## src/flash_host_pkg.sv

```systemverilog
// Purpose: constants shared by the flash host controller and its bus cycle engine
// Assumes: 250 MHz clock, 4 ns period
// Notes: times are kept in their printed units, cycle counts derived from them
package flash_host_pkg;
  localparam int CLK_PERIOD_PS = 4000;
  // protect / unprotect pulse lengths
  localparam int PROTECT_PULSE_US = 150;
  localparam int UNPROTECT_PULSE_MS = 15;
  localparam int PROTECT_PULSE_CYC = (PROTECT_PULSE_US * 1000000) / CLK_PERIOD_PS;
  localparam int UNPROTECT_PULSE_CYC = (UNPROTECT_PULSE_MS * 1000000) / CLK_PERIOD_PS * 1000;
  // bus cycle timing (least times, rounded up)
  localparam int READ_WRITE_GAP_NS = 20;
  localparam int GAP_CYC = (READ_WRITE_GAP_NS * 1000 + CLK_PERIOD_PS - 1) / CLK_PERIOD_PS;
  localparam int WRITE_PULSE_NS = 35;
  localparam int WRITE_PULSE_CYC = (WRITE_PULSE_NS * 1000 + CLK_PERIOD_PS - 1) / CLK_PERIOD_PS;
  localparam int READ_ACCESS_NS = 90;
  localparam int READ_ACCESS_CYC = (READ_ACCESS_NS * 1000 + CLK_PERIOD_PS - 1) / CLK_PERIOD_PS;
  // protect address encoding bit positions
  localparam int PROT_DIR_POS = 6;
  localparam int PROT_SEL1_POS = 1;
  localparam int PROT_SEL0_POS = 0;
  // status bit positions
  localparam int POLL_BIT_POS = 7;
  localparam int ACT_TOGGLE_POS = 6;
  localparam int SUSP_TOGGLE_POS = 2;
  // command codes of the operation port
  typedef enum logic [2:0] {
    OP_PROGRAM = 3'b000,
    OP_ERASE = 3'b001,
    OP_PROTECT = 3'b010,
    OP_UNPROTECT = 3'b011,
    OP_READ = 3'b100
  } op_type;
  // unlock sequence values
  localparam logic [15:0] UNLOCK_ADDR1 = 16'h0555;
  localparam logic [15:0] UNLOCK_ADDR2 = 16'h02AA;
  localparam logic [15:0] UNLOCK_DATA1 = 16'h00AA;
  localparam logic [15:0] UNLOCK_DATA2 = 16'h0055;
  localparam logic [15:0] CMD_PROGRAM = 16'h00A0;
  localparam logic [15:0] CMD_ERASE_SETUP = 16'h0080;
  localparam logic [15:0] CMD_SECTOR_ERASE = 16'h0030;
  localparam logic [15:0] CMD_UNLOCK_BYPASS_PROG = 16'h00A0;
endpackage

```

## src/flash_bus_cycle.sv

```systemverilog
// Purpose: one asynchronous flash bus cycle, read or write, with strobe timing
// Assumes: pin inputs synchronous to clk
// Notes: a gap of idle time always follows a cycle, so read/write turnaround is safe
`timescale 1ns/100ps
`default_nettype none
module flash_bus_cycle
  import flash_host_pkg::*;
#(
  parameter int AW = 20,
  parameter int DW = 16
) (
  // clock and reset
  input wire logic clk,
  input wire logic rstn,
  // request side
  input wire logic req,
  input wire logic req_write,
  input wire logic [AW-1:0] req_addr,
  input wire logic [DW-1:0] req_data,
  output logic ack,
  output logic [DW-1:0] rd_data,
  // flash pins
  output logic [AW-1:0] addr,
  input wire logic [DW-1:0] dq_in,
  output logic [DW-1:0] dq_out,
  output logic dq_oe,
  output logic ce_n,
  output logic oe_n,
  output logic we_n
);
  typedef enum logic [1:0] {
    CY_IDLE = 2'b00,
    CY_STROBE = 2'b01,
    CY_GAP = 2'b10
  } cy_type;
  cy_type st_q, st_d;
  logic [7:0] cnt_q;
  logic wr_q;
  logic [DW-1:0] rd_q;
  logic [AW-1:0] addr_q;
  logic [DW-1:0] dout_q;
  wire logic strobe_done = (st_q == CY_STROBE) &&
    (cnt_q == (wr_q ? 8'(WRITE_PULSE_CYC - 1) : 8'(READ_ACCESS_CYC - 1)));
  wire logic gap_done = (st_q == CY_GAP) && (cnt_q == 8'(GAP_CYC - 1));
  // next state of the cycle engine
  always_comb begin
    st_d = st_q;
    case (st_q)
      CY_IDLE: if (req) st_d = CY_STROBE;
      CY_STROBE: if (strobe_done) st_d = CY_GAP;
      CY_GAP: if (gap_done) st_d = CY_IDLE;
      default: st_d = CY_IDLE;
    endcase
  end
  // each read pulses ce/oe anew, which is what makes the toggle bits advance
  always_ff @(posedge clk or negedge rstn) begin
    if (!rstn) begin
      st_q <= CY_IDLE;
      cnt_q <= 8'h00;
      wr_q <= 1'b0;
      addr_q <= '0;
      dout_q <= '0;
      rd_q <= '0;
    end else begin
      st_q <= st_d;
      cnt_q <= (st_d != st_q) ? 8'h00 : cnt_q + 8'h01;
      if (st_q == CY_IDLE && req) begin
        wr_q <= req_write;
        addr_q <= req_addr;
        dout_q <= req_data;
      end
      if (strobe_done && !wr_q) rd_q <= dq_in;
    end
  end
  // strobes low only during the strobe phase; gap keeps 20 ns between cycles
  assign ce_n = (st_q != CY_STROBE); // RULE_02
  assign oe_n = !((st_q == CY_STROBE) && !wr_q);
  assign we_n = !((st_q == CY_STROBE) && wr_q);
  assign dq_oe = (st_q == CY_STROBE) && wr_q;
  assign dq_out = dout_q;
  assign addr = addr_q;
  assign rd_data = rd_q;
  assign ack = gap_done; // RULE_12
endmodule
`default_nettype wire

```

## src/flash_host_ctrl.sv

```systemverilog
// Purpose: host controller issuing program, erase, protect and read to a parallel NOR flash
// Assumes: one clock at 250 MHz, flash pins sampled synchronously
// Notes: program and erase completion found by status polling; ready_busy_n input left unused
`timescale 1ns/100ps
`default_nettype none
// Behaviour
// RULE_01 - device toggles suspend bit only inside an erase-suspended sector
// RULE_02 - each status read is a fresh chip/output enable pulse
// RULE_03 - protect: dir bit low, select bit one high, bit zero low, sector address
// RULE_04 - unprotect: dir bit high, select bit one high, bit zero low
// RULE_05 - hold protect pulse 150 us before checking
// RULE_06 - hold unprotect pulse 15 ms before verifying
// RULE_07 - device returns inverted polling bit while programming
// RULE_08 - device flips activity toggle bit on every status read
// RULE_09 - device returns true data after the algorithm completes
// RULE_10 - program takes about 7 us
// RULE_11 - sector erase takes about 0.7 s
// RULE_12 - keep 20 ns between read and write cycles
// RULE_13 - erase preprograms region to zero first
// RULE_14 - program command is two or four write cycles
// RULE_15 - poll until polling bit matches data or toggle bit stops
// RULE_16 - device holds ready_busy_n low while busy
module flash_host_ctrl
  import flash_host_pkg::*;
#(
  parameter int AW = 20,
  parameter int DW = 16,
  parameter int PROT_CYC = PROTECT_PULSE_CYC,
  parameter int UNPROT_CYC = UNPROTECT_PULSE_CYC
) (
  // clock and reset
  input wire logic clk,
  input wire logic rstn,
  // user command port
  input wire logic cmd_valid,
  input wire flash_host_pkg::op_type cmd_op,
  input wire logic [AW-1:0] cmd_addr,
  input wire logic [DW-1:0] cmd_data,
  input wire logic cmd_bypass,
  output logic cmd_ready,
  output logic done,
  output logic fail,
  output logic [DW-1:0] result_data,
  // flash pins
  output logic [AW-1:0] flash_addr,
  input wire logic [DW-1:0] flash_dq_in,
  output logic [DW-1:0] flash_dq_out,
  output logic flash_dq_oe,
  output logic flash_ce_n,
  output logic flash_oe_n,
  output logic flash_we_n,
  output logic flash_reset_n,
  input wire logic ready_busy_n
);
  typedef enum logic [2:0] {
    S_IDLE = 3'b000,
    S_SEQ = 3'b001,
    S_POLL = 3'b010,
    S_PULSE = 3'b011,
    S_VERIFY = 3'b100,
    S_READ = 3'b101
  } st_type;
  st_type st_q, st_d;
  op_type op_q;
  logic [AW-1:0] addr_q;
  logic [DW-1:0] data_q;
  logic [2:0] step_q;
  logic bypass_q;
  logic [31:0] wait_q;
  logic have_prev_q;
  logic [DW-1:0] prev_q;
  logic done_q, fail_q;
  logic [DW-1:0] result_q;
  logic bus_req, bus_write, bus_ack;
  logic [AW-1:0] bus_addr;
  logic [DW-1:0] bus_data, bus_rd;
  // command write sequence: 4 cycles program, 2 cycles in bypass, 6 for erase
  wire logic [2:0] seq_len = (op_q == OP_ERASE) ? 3'd6 : (bypass_q ? 3'd2 : 3'd4); // RULE_14
  wire logic [AW-1:0] seq_addr =
    (op_q == OP_PROGRAM && step_q == seq_len - 3'd1) ? addr_q :
    (op_q == OP_ERASE && step_q == 3'd5) ? addr_q :
    (op_q == OP_PROGRAM && bypass_q) ? '0 :
    (step_q == 3'd1 || step_q == 3'd4) ? AW'(UNLOCK_ADDR2) : AW'(UNLOCK_ADDR1);
  wire logic [DW-1:0] seq_data =
    (op_q == OP_PROGRAM && step_q == seq_len - 3'd1) ? data_q :
    (op_q == OP_PROGRAM && bypass_q) ? DW'(CMD_UNLOCK_BYPASS_PROG) :
    (op_q == OP_ERASE && step_q == 3'd5) ? DW'(CMD_SECTOR_ERASE) :
    (op_q == OP_ERASE && step_q == 3'd2) ? DW'(CMD_ERASE_SETUP) :
    (step_q == 3'd1 || step_q == 3'd4) ? DW'(UNLOCK_DATA2) :
    (step_q == 3'd2) ? DW'(CMD_PROGRAM) : DW'(UNLOCK_DATA1);
  // protect address: sector address with the three select bits forced
  wire logic [AW-1:0] prot_addr = (addr_q
    & ~(AW'(1) << PROT_DIR_POS) & ~(AW'(1) << PROT_SEL0_POS))
    | (AW'(1) << PROT_SEL1_POS)
    | (AW'(op_q == OP_UNPROTECT) << PROT_DIR_POS); // RULE_03 RULE_04
  // status polling is finished once a program's polling bit shows the true data, or
  // the activity bit no longer flips between two reads
  wire logic poll_match = (op_q == OP_PROGRAM) &&
    (bus_rd[POLL_BIT_POS] == data_q[POLL_BIT_POS]); // RULE_07 RULE_15
  wire logic toggle_still = have_prev_q &&
    (bus_rd[ACT_TOGGLE_POS] == prev_q[ACT_TOGGLE_POS]); // RULE_08 RULE_15
  wire logic poll_end = bus_ack && (poll_match || toggle_still);
  wire logic pulse_len_done = (op_q == OP_PROTECT) ? (wait_q >= 32'(PROT_CYC - 1))
    : (wait_q >= 32'(UNPROT_CYC - 1)); // RULE_05 RULE_06
  // bus request selection
  assign bus_req = (st_q == S_SEQ) || (st_q == S_POLL) || (st_q == S_VERIFY) ||
    (st_q == S_READ);
  assign bus_write = (st_q == S_SEQ);
  assign bus_addr = (st_q == S_SEQ) ? seq_addr :
    (st_q == S_VERIFY) ? prot_addr : addr_q;
  assign bus_data = seq_data;
  // controller state
  always_comb begin
    st_d = st_q;
    case (st_q)
      S_IDLE: if (cmd_valid) begin
        case (cmd_op)
          OP_PROGRAM, OP_ERASE: st_d = S_SEQ;
          OP_PROTECT, OP_UNPROTECT: st_d = S_PULSE;
          default: st_d = S_READ;
        endcase
      end
      S_SEQ: if (bus_ack && step_q == seq_len - 3'd1) st_d = S_POLL;
      // erase also covers the internal zero preprogram; poll the whole span
      S_POLL: if (poll_end) st_d = S_IDLE; // RULE_10 RULE_11 RULE_13
      S_PULSE: if (pulse_len_done) st_d = S_VERIFY;
      S_VERIFY: if (bus_ack) st_d = S_IDLE;
      S_READ: if (bus_ack) st_d = S_IDLE;
      default: st_d = S_IDLE;
    endcase
  end
  // a command is taken only in idle; later offers are ignored until done
  wire logic cmd_take = (st_q == S_IDLE) && cmd_valid;
  // state register
  always_ff @(posedge clk or negedge rstn) begin
    if (!rstn) begin
      st_q <= S_IDLE;
    end else begin
      st_q <= st_d;
    end
  end
  // command capture; the fields stay put for the whole operation
  always_ff @(posedge clk or negedge rstn) begin
    if (!rstn) begin
      op_q <= OP_READ;
      addr_q <= '0;
      data_q <= '0;
      bypass_q <= 1'b0;
    end else if (cmd_take) begin
      op_q <= cmd_op;
      addr_q <= cmd_addr;
      data_q <= cmd_data;
      bypass_q <= cmd_bypass;
    end
  end
  // write step of the command sequence, advanced per finished bus cycle
  always_ff @(posedge clk or negedge rstn) begin
    if (!rstn) begin
      step_q <= 3'd0;
    end else if (cmd_take) begin
      step_q <= 3'd0;
    end else if (st_q == S_SEQ && bus_ack) begin
      step_q <= step_q + 3'd1;
    end
  end
  // pulse length counter; cleared outside the pulse so each pulse starts fresh
  always_ff @(posedge clk or negedge rstn) begin
    if (!rstn) begin
      wait_q <= 32'h0000_0000;
    end else begin
      wait_q <= (st_q == S_PULSE) ? wait_q + 32'h0000_0001 : 32'h0000_0000;
    end
  end
  // previous status word; the first poll read has nothing to compare against
  always_ff @(posedge clk or negedge rstn) begin
    if (!rstn) begin
      have_prev_q <= 1'b0;
      prev_q <= '0;
    end else if (cmd_take) begin
      have_prev_q <= 1'b0;
    end else if (st_q == S_POLL && bus_ack) begin
      prev_q <= bus_rd;
      have_prev_q <= 1'b1;
    end
  end
  // completion pulses; done and fail last a single cycle
  always_ff @(posedge clk or negedge rstn) begin
    if (!rstn) begin
      done_q <= 1'b0;
      fail_q <= 1'b0;
    end else begin
      done_q <= ((st_q == S_POLL) && poll_end) ||
        ((st_q == S_VERIFY || st_q == S_READ) && bus_ack);
      fail_q <= (st_q == S_VERIFY) && bus_ack &&
        (bus_rd[0] != (op_q == OP_PROTECT));
    end
  end
  // result word; a protect verify reads back bit zero as the protect state
  always_ff @(posedge clk or negedge rstn) begin
    if (!rstn) begin
      result_q <= '0;
    end else if (bus_ack && st_q != S_SEQ) begin
      result_q <= bus_rd; // RULE_09
    end
  end
  assign cmd_ready = (st_q == S_IDLE);
  assign done = done_q;
  assign fail = fail_q;
  assign result_data = result_q;
  assign flash_reset_n = 1'b1;
  // bus cycle engine
  flash_bus_cycle #(.AW(AW), .DW(DW)) u_cycle (
    .clk(clk),
    .rstn(rstn),
    .req(bus_req),
    .req_write(bus_write),
    .req_addr(bus_addr),
    .req_data(bus_data),
    .ack(bus_ack),
    .rd_data(bus_rd),
    .addr(flash_addr),
    .dq_in(flash_dq_in),
    .dq_out(flash_dq_out),
    .dq_oe(flash_dq_oe),
    .ce_n(flash_ce_n),
    .oe_n(flash_oe_n),
    .we_n(flash_we_n)
  );
endmodule
`default_nettype wire

```

## config.mk

```make
export PLATFORM = sky130hd
export DESIGN_NAME = flash_host_ctrl
export DESIGN_NICKNAME = d
export VERILOG_FILES = /design/src/flash_host_pkg.sv /design/src/flash_bus_cycle.sv /design/src/flash_host_ctrl.sv
export SDC_FILE = /design/constraint.sdc
export NUM_CORES = 1
export LEC_CHECK = 0
export BUFFER_PORTS_ARGS = -buffer_cell sky130_fd_sc_hd__buf_2
export CAP_MARGIN = 15
export CORE_MARGIN = 2
export CORE_UTILIZATION = 27
export CTS_CLUSTER_SIZE = 25
export DETAILED_ROUTE_END_ITERATION = 6
export GPL_TIMING_DRIVEN = 0
export PLACE_DENSITY = 0.47
export SLEW_MARGIN = 10
export SYNTH_ARGS = -nofsm -noshare
export SYNTH_HDL_FRONTEND = slang
export SYNTH_SLANG_ARGS = --single-unit
```

## constraint.sdc

```tcl
create_clock -name clk -period 2.45 [get_ports clk]
set_clock_uncertainty 0.2 [all_clocks]
set_input_delay 0.735 -clock clk [delete_from_list [all_inputs] [get_ports clk]]
set_output_delay 0.735 -clock clk [all_outputs]
set_load 0.01 [all_outputs]
```

==> results.sh, run 1 <==
export IMPL_area_overhead_vs_synth_pct=25.2
export IMPL_route_vias_total=5253
export IMPL_cp_start_kind="register"
export IMPL_grt_ovfl_total=0
export IMPL_cp_cell_sequence="nor3_4 > buf_2"
export IMPL_timing_hold_violations_final=0
export IMPL_drt_total_wl_mm=17.9
export IMPL_cts_made_buffers=17
export IMPL_worst_ep_required_time_ns=1.51
export IMPL_finalNetCount=832
export IMPL_rows=60
export IMPL_clock_latency_ns=0.42
export IMPL_grt_setup_unrepaired="false"
export IMPL_ctsRootBufferMaster="sky130_fd_sc_hd__clkbuf_16"
export IMPL_synth_enable_flop_cells=0
export IMPL_cts_sink_count=161
export IMPL_worst_r2r_path_depth=4
export IMPL_ir_drop_mv=0.367
export IMPL_ys_dominant_reg_cell="sky130_fd_sc_hd__dfrtp_1"
export IMPL_finalWorstPathRequiredPeriod_ns=2.35
export IMPL_syn_nets=686
export IMPL_number_of_antenna_violations_at_the_first_check_in_global_routing=2
export IMPL_pin_count_of_the_biggest_net_entering_global_routing=92
export IMPL_drt_pass1_iterations=4
export IMPL_cts_tree="built"
export IMPL_dp_slack_ns=-0.387
export IMPL_synth_area_mm2=0.00726
export IMPL_worst_slew_pin_transition_ns=0.637
export IMPL_async_reset_ff_share_pct=100
export IMPL_clkTransAtPathRegs_ns=0.07
export IMPL_io_buffers=117
export IMPL_die_w_um=168
export IMPL_antenna_left=0
export IMPL_instances_no_fill=1121
export IMPL_slew_limit_headroom_pct=57.4
export IMPL_place_detailed_instances=1078
export IMPL_critical_path_slowest_cell="sky130_fd_sc_hd__dfrtp_1"
export IMPL_worst_slack_ns=0.0962
export IMPL_vias_per_cell=4.69
export IMPL_timing_final_crit_share_pct=96.1
export IMPL_post_route_drc_count=0
export IMPL_synth_ff_latch_count=161
export IMPL_gr_usage_all_layers_pct=13.2
export IMPL_syn_mean_instance_area_um2=11.7
export IMPL_slew_viol_final=0
export IMPL_slowest_delay_ns=0.51
export IMPL_seq_area_frac_synth_pct=55.5
export IMPL_synth_top_area_cell="sky130_fd_sc_hd__dfrtp_1"
export IMPL_layout_drive_gt1_share_pct=35.2
export IMPL_nFillCells=2663
export IMPL_io_pins=120
export IMPL_fmaxAchievable_mhz=425
export IMPL_dp_hpwl_mm=12.6
export IMPL_synth_top_cells_by_area="sky130_fd_sc_hd__dfrtp_1 (55%), sky130_fd_sc_hd__mux2_2 (9.6%), sky130_fd_sc_hd__nor2_1 (3.1%)"
export IMPL_timing_critical_path_fanout_max=10
export IMPL_initial_core_util_pct=27.2
export IMPL_power_density_mw_per_mm2=603
export IMPL_gp_congestion=0.794
export IMPL_fin_total_pwr_mw=5.48
export IMPL_ff2ff_setup_slack_ns=0.1
export IMPL_cap_violations=0
export IMPL_cp_num_buf_inv=1
export IMPL_synth_top_cell_area_share_pct=55.2
export IMPL_yosys_warnings=0
export IMPL_power_leakage_nw=4.36
export IMPL_cts_hold_buffers=0
export IMPL_grt_first_pass_wirelength_mm=29.5
export IMPL_clockBufferDepth=2
export IMPL_floorplan_die_area_mm2=0.0282
export IMPL_crit_reg2reg_launch="u_cycle.cnt_q[5]"
export IMPL_syn_inst=619
export IMPL_signal_arrival_time_at_the_worst_endpoint_ns=1.42
export IMPL_cp_top_family="flip-flops"
export IMPL_run_status="finished clean"
export IMPL_min_path_type="input port to async pin"
export IMPL_number_of_setup_violations_in_the_final_report=0
export IMPL_drt_iter0_drc=306
export IMPL_die_height_um=168
export IMPL_h_tree_depth=4
export IMPL_wire_per_inst_um=16.0
export IMPL_fp_coreArea_mm2=0.0267
export IMPL_worst_r2r_endpoint="fail"
export IMPL_timing_critical_path_to_type="output port"
export IMPL_vias_in_the_first_global_route=5207
export IMPL_synth_lib_cells_used_distinct=61
export IMPL_timing_worst_setup_path_type="register to output port"
-- layer usage --
metal | vias to the layer above | part of all wire [%] | GRT usage, %
met5 | - | 0.050 | 0
met4 | 2 | 0.88 | 3.55
met3 | 9 | 5.3 | 3.95
met2 | 108 | 44 | 19.6
met1 | 2599 | 49 | 18.8
li1 | 2535 | - | -
-- worst max-delay path by stage --
stage / cells after the start / to / start
floorplan: 6 / addr_q[0] / st_q[0]
global placement: 1 / u_cycle.rd_data[5] / rstn
detailed placement: 6 / addr_q[2] / st_q[0]
CTS: 6 / u_cycle.rd_data[11] / u_cycle.cnt_q[5]
global route: 6 / u_cycle.dq_out[3] / op_q[0]
finish: 2 / cmd_ready / st_q[2]
-- layout by cell type, fill, tap and decap left out, types with 3 or more instances in the layout --
| master | instances |
|---|---|
| sky130_fd_sc_hd__and2_1 | 3 |
| sky130_fd_sc_hd__nand2b_1 | 5 |
| sky130_fd_sc_hd__clkinvlp_4 | 3 |
| sky130_fd_sc_hd__nor3_1 | 6 |
| sky130_fd_sc_hd__nand3_1 | 14 |
| sky130_fd_sc_hd__inv_1 | 12 |
| sky130_fd_sc_hd__mux2_2 | 62 |
| sky130_fd_sc_hd__buf_2 | 121 |
| sky130_fd_sc_hd__nor3_4 | 5 |
| sky130_fd_sc_hd__xor2_1 | 18 |
| sky130_fd_sc_hd__o21ai_0 | 26 |
| sky130_fd_sc_hd__mux2i_1 | 10 |
| sky130_fd_sc_hd__a211oi_1 | 4 |
| sky130_fd_sc_hd__clkbuf_1 | 12 |
| sky130_fd_sc_hd__a221o_1 | 4 |
| sky130_fd_sc_hd__a31oi_1 | 4 |
| sky130_fd_sc_hd__nor2b_1 | 3 |
| sky130_fd_sc_hd__nor3b_1 | 3 |
| sky130_fd_sc_hd__o211ai_1 | 8 |
| sky130_fd_sc_hd__mux2_4 | 10 |
| sky130_fd_sc_hd__or4_1 | 5 |
| sky130_fd_sc_hd__or3_1 | 7 |
| sky130_fd_sc_hd__inv_6 | 5 |
| sky130_fd_sc_hd__and3_1 | 9 |
| sky130_fd_sc_hd__xnor2_1 | 14 |
| sky130_fd_sc_hd__nand4_1 | 14 |
| sky130_fd_sc_hd__ha_1 | 7 |
| sky130_fd_sc_hd__a21oi_1 | 13 |
| sky130_fd_sc_hd__nor4_1 | 4 |
| sky130_fd_sc_hd__nor2_1 | 58 |
| sky130_fd_sc_hd__clkbuf_16 | 17 |
| sky130_fd_sc_hd__nand2_1 | 36 |
| sky130_fd_sc_hd__dfrtp_1 | 158 |
| sky130_fd_sc_hd__and3b_1 | 4 |
| sky130_fd_sc_hd__a22o_1 | 18 |
| sky130_fd_sc_hd__buf_4 | 15 |
-- sequential cells by signal, indices dropped and copies added (netlist names) --
register / count
addr_q: 20
bypass_q: 1
data_q: 16
done: 1
fail: 1
have_prev_q: 1
op_q: 3
prev_q: 1
result_data: 16
st_q: 3
step_q: 3
u_cycle.addr: 20
u_cycle.cnt_q: 8
u_cycle.dq_out: 16
u_cycle.rd_data: 16
u_cycle.st_q: 2
u_cycle.wr_q: 1
wait_q: 32
-- kinds of logic (layout without fill, tap and decap cells) --
kind of cell | after synthesis | after routing | share of synthesized area (%)
other | 1 | 3 | 0.0517
xor gates and xnor gates | 32 | 32 | 3.86
and+or+nand+nor | 198 | 198 | 14.3
DFF | 161 | 161 | 55.5
buffers and inverters | 40 | 199 | 2.36
muxes | 82 | 82 | 13.1
AOI/OAI and AO/OA | 98 | 98 | 9.67
adders and majority gates | 7 | 7 | 1.21
-- per-stage QoR --
step / util, % / setup TNS (ns) / instance area, um^2 / hold slack, ns
after global placement: 31.0 / -391.16 / 8270 / 0.262
after detailed placement: 31.2 / -20.45 / 8310 / 0.258
final: 34.1 / 0 / 9090 / 0.0605
after global routing: 34.1 / 0 / 9080 / 0.0915
after floorplan: - / 0 / 7260 / 0.239
after CTS: 33.6 / 0 / 8950 / 0.0747
-- repair_timing --
action	CTS	global route
pin swaps	2	5
resized for setup	13	15
setup buffers	4	10
endpoints found under the setup margin	102	110
-- Yosys cell counts (5+ instances only) --
cell,count
sky130_fd_sc_hd__dfrtp_1,160
sky130_fd_sc_hd__o211ai_1,8
sky130_fd_sc_hd__mux2_4,10
sky130_fd_sc_hd__mux2i_1,10
sky130_fd_sc_hd__or4_1,5
sky130_fd_sc_hd__ha_1,7
sky130_fd_sc_hd__nand4_1,14
sky130_fd_sc_hd__nor2_1,60
sky130_fd_sc_hd__clkbuf_1,18
sky130_fd_sc_hd__buf_2,8
sky130_fd_sc_hd__mux2_2,62
sky130_fd_sc_hd__nand2b_1,6
sky130_fd_sc_hd__a22o_1,18
sky130_fd_sc_hd__xor2_1,18
sky130_fd_sc_hd__nand2_1,36
sky130_fd_sc_hd__a21oi_1,13
sky130_fd_sc_hd__nor4_1,5
sky130_fd_sc_hd__o21ai_0,26
sky130_fd_sc_hd__and3_1,9
sky130_fd_sc_hd__xnor2_1,14
sky130_fd_sc_hd__inv_1,12
sky130_fd_sc_hd__nor3_1,9
sky130_fd_sc_hd__or3_1,7
sky130_fd_sc_hd__nand3_1,16
-- layout make-up --
cell class	instances	area (um^2)	share of cell area, %
inverters	12	45.0	0.496
flip-flops and latches	161	4030	44.4
plain buffers	23	118	1.29
diodes	2	5.00	0.0551
well taps	341	427	4.70
repair buffers	132	741	8.15
multi-input cells	418	3150	34.7
clock buffers	19	443	4.87
clock inverters	13	126	1.39
-- report_power, final --
group	internal (mW)	leakage [nW]	switching (mW)	total [mW]
Sequential	2.69	2.10	0.0156	2.70
Clock	1.45	0.273	1.16	2.61
Combinational	0.0777	1.99	0.0908	0.169
Total	4.21	4.36	1.27	5.48
Power figures use the tool's default switching activity.
==> run 2, diff against run 1 <==
--- a/config.mk
+++ b/config.mk
@@ -11,7 +11,6 @@
 export CORE_UTILIZATION = 27
 export CTS_CLUSTER_SIZE = 25
 export DETAILED_ROUTE_END_ITERATION = 6
-export GPL_TIMING_DRIVEN = 0
 export PLACE_DENSITY = 0.47
 export SLEW_MARGIN = 10
 export SYNTH_ARGS = -nofsm -noshare
==> run 2 against run 1 <==
Effect of this change: combinational power grew 2%; via count shrank 0.13%; sequential cell count is the same; critical path depth grew 1; cell count shrank 0.18%; sequential power is essentially flat; total power shrank 2.6%; wire length shrank 2.0%.
==> results.sh, run 2 (synthesized netlist as in run 1, its figures left out) <==
export IMPL_clockBufferDepth=2
export IMPL_pin_count_of_the_biggest_net_entering_global_routing=55
export IMPL_ff2ff_setup_slack_ns=0.10
export IMPL_finalWorstPathRequiredPeriod_ns=2.36
export IMPL_power_leakage_nw=4.34
export IMPL_vias_per_cell=4.69
export IMPL_area_overhead_vs_synth_pct=24.3
export IMPL_drt_total_wl_mm=17.6
export IMPL_io_buffers=117
export IMPL_dp_hpwl_mm=12.4
export IMPL_startpoint="st_q[1]"
export IMPL_rows=60
export IMPL_fmaxAchievable_mhz=424
export IMPL_layout_drive_gt1_share_pct=35.1
export IMPL_number_of_setup_violations_in_the_final_report=0
export IMPL_grt_ovfl_total=0
export IMPL_slew_viol_final=0
export IMPL_gr_usage_all_layers_pct=12.9
export IMPL_most_common_layout_cells="sky130_fd_sc_hd__dfrtp_1 (159), sky130_fd_sc_hd__buf_2 (116), sky130_fd_sc_hd__mux2_2 (62), sky130_fd_sc_hd__nor2_1 (60), sky130_fd_sc_hd__nand2_1 (36)"
export IMPL_final_common_cell="sky130_fd_sc_hd__dfrtp_1"
export IMPL_nFillCells=2699
export IMPL_cts_hold_buffers=0
export IMPL_drt_iter0_drc=291
export IMPL_worst_r2r_path_depth=9
export IMPL_timing_critical_path_to_type="output port"
export IMPL_io_pins=120
export IMPL_die_height_um=168
export IMPL_ctsRootBufferMaster="sky130_fd_sc_hd__clkbuf_16"
export IMPL_number_of_antenna_violations_at_the_first_check_in_global_routing=1
export IMPL_grt_setup_unrepaired="true"
export IMPL_h_tree_depth=4
export IMPL_fp_coreArea_mm2=0.0267
export IMPL_grt_first_pass_wirelength_mm=28.6
export IMPL_max_flop_register="wait_q"
export IMPL_cp_start_kind="register"
export IMPL_worst_slew_pin_transition_ns=0.889
export IMPL_clkTransAtPathRegs_ns=0.07
export IMPL_antenna_left=0
export IMPL_largest_register_ffs=32
export IMPL_place_detailed_instances=1079
export IMPL_initial_core_util_pct=27.2
export IMPL_clock_latency_ns=0.43
export IMPL_min_path_type="input port to async pin"
export IMPL_timing_worst_setup_path_type="register to output port"
export IMPL_cts_made_buffers=17
export IMPL_timing_final_crit_share_pct=96.3
export IMPL_die_w_um=168
export IMPL_critPathCapture="cmd_ready"
export IMPL_drt_pass1_iterations=4
export IMPL_crit_reg2reg_launch="u_cycle.cnt_q[0]"
export IMPL_final_core_utilization_pct=33.8
export IMPL_vias_in_the_first_global_route=5232
export IMPL_worst_ep_required_time_ns=1.51
export IMPL_wire_per_inst_um=15.7
export IMPL_slew_limit_headroom_pct=40.5
export IMPL_floorplan_die_area_mm2=0.0282
export IMPL_cts_tree="built"
export IMPL_worst_r2r_endpoint="st_q[2]"
export IMPL_cts_sink_count=161
export IMPL_route_vias_total=5246
export IMPL_finalNetCount=831
export IMPL_gp_congestion=0.777
export IMPL_timing_critical_path_fanout_max=9
export IMPL_ir_drop_mv=0.453
export IMPL_signal_arrival_time_at_the_worst_endpoint_ns=1.42
export IMPL_run_status="finished clean"
export IMPL_cap_violations=0
export IMPL_power_density_mw_per_mm2=592
export IMPL_post_route_drc_count=0
export IMPL_instances_no_fill=1119
export IMPL_footprint_of_the_multi_input_gates_mm2=0.00307
export IMPL_sequential_cell_area_mm2=0.00403
export IMPL_timing_hold_violations_final=0
## run 2: worst min-delay path by stage
| stage | end | cells past startpoint | start | slack [ns] |
|---|---|---|---|---|
| after CTS | u_cycle.addr[7] | 1 | rstn | 0.01 |
| after global routing | u_cycle.addr[7] | 1 | rstn | 0.008 |
| after detailed placement | u_cycle.addr[1] | 1 | addr_q[1] | 0.27 |
| after floorplan | addr_q[0] | 0 | rstn | 0.24 |
| after global placement | u_cycle.addr[1] | 1 | addr_q[1] | 0.26 |
| final | u_cycle.addr[7] | 1 | rstn | 0.005 |
## run 2: area by class of cell
type	count	area share, %
Antenna cell	1	0.0277
Clock buffer	19	4.80
Clock inverter	13	1.15
Inverter	12	0.499
Multi-Input combinational cell	418	34.0
Sequential cell	161	44.7
Tap cell	341	4.73
Timing Repair Buffer	154	10.1
## run 2: timing repair
item | CTS | global route
setup buffers | 0 | 7
setup endpoints to repair | 3 | 17
endpoints found under the hold margin | 0 | 0
pin swaps | 0 | 1
resized for setup | 3 | 1
## run 2: metrics by stage
step,setup slack [ns],total power [mW],TNS [ns],cell area (um^2),hold slack (ns)
2_1_floorplan,0.0735,2.79,0,7260,0.239
3_3_place_gp,0.123,2.93,0,8420,0.264
3_5_place_dp,0.0679,2.93,0,8420,0.270
4_1_cts,0.00421,5.44,0,8960,0.0122
5_1_grt,-0.0140,5.59,-0.0155,9020,0.00835
6_report,0.0917,5.34,0,9020,0.00502
## run 2: metal layers
metal	track usage, %	vias up	part of all wire [%]
met3	3.83	10	5.7
met1	17.5	2581	49
met2	20.1	122	45
met5	0	-	0
met4	3.18	0	0.90
li1	-	2533	-
## run 2: worst max-delay path, cell delays in order, from the launching register on
cell	delay (ns)
sky130_fd_sc_hd__dfrtp_2	0.47
sky130_fd_sc_hd__nor3_2	0.20
sky130_fd_sc_hd__buf_4	0.17
sky130_fd_sc_hd__buf_2	0.17
## run 2: power breakdown
group          total, mW  internal (mW)  switching, mW  leakage [nW]
sequential          2.70           2.69         0.0152          2.10
clock               2.46           1.31           1.15         0.247
combinational      0.173         0.0802         0.0925          1.98
total               5.34           4.08           1.26          4.34
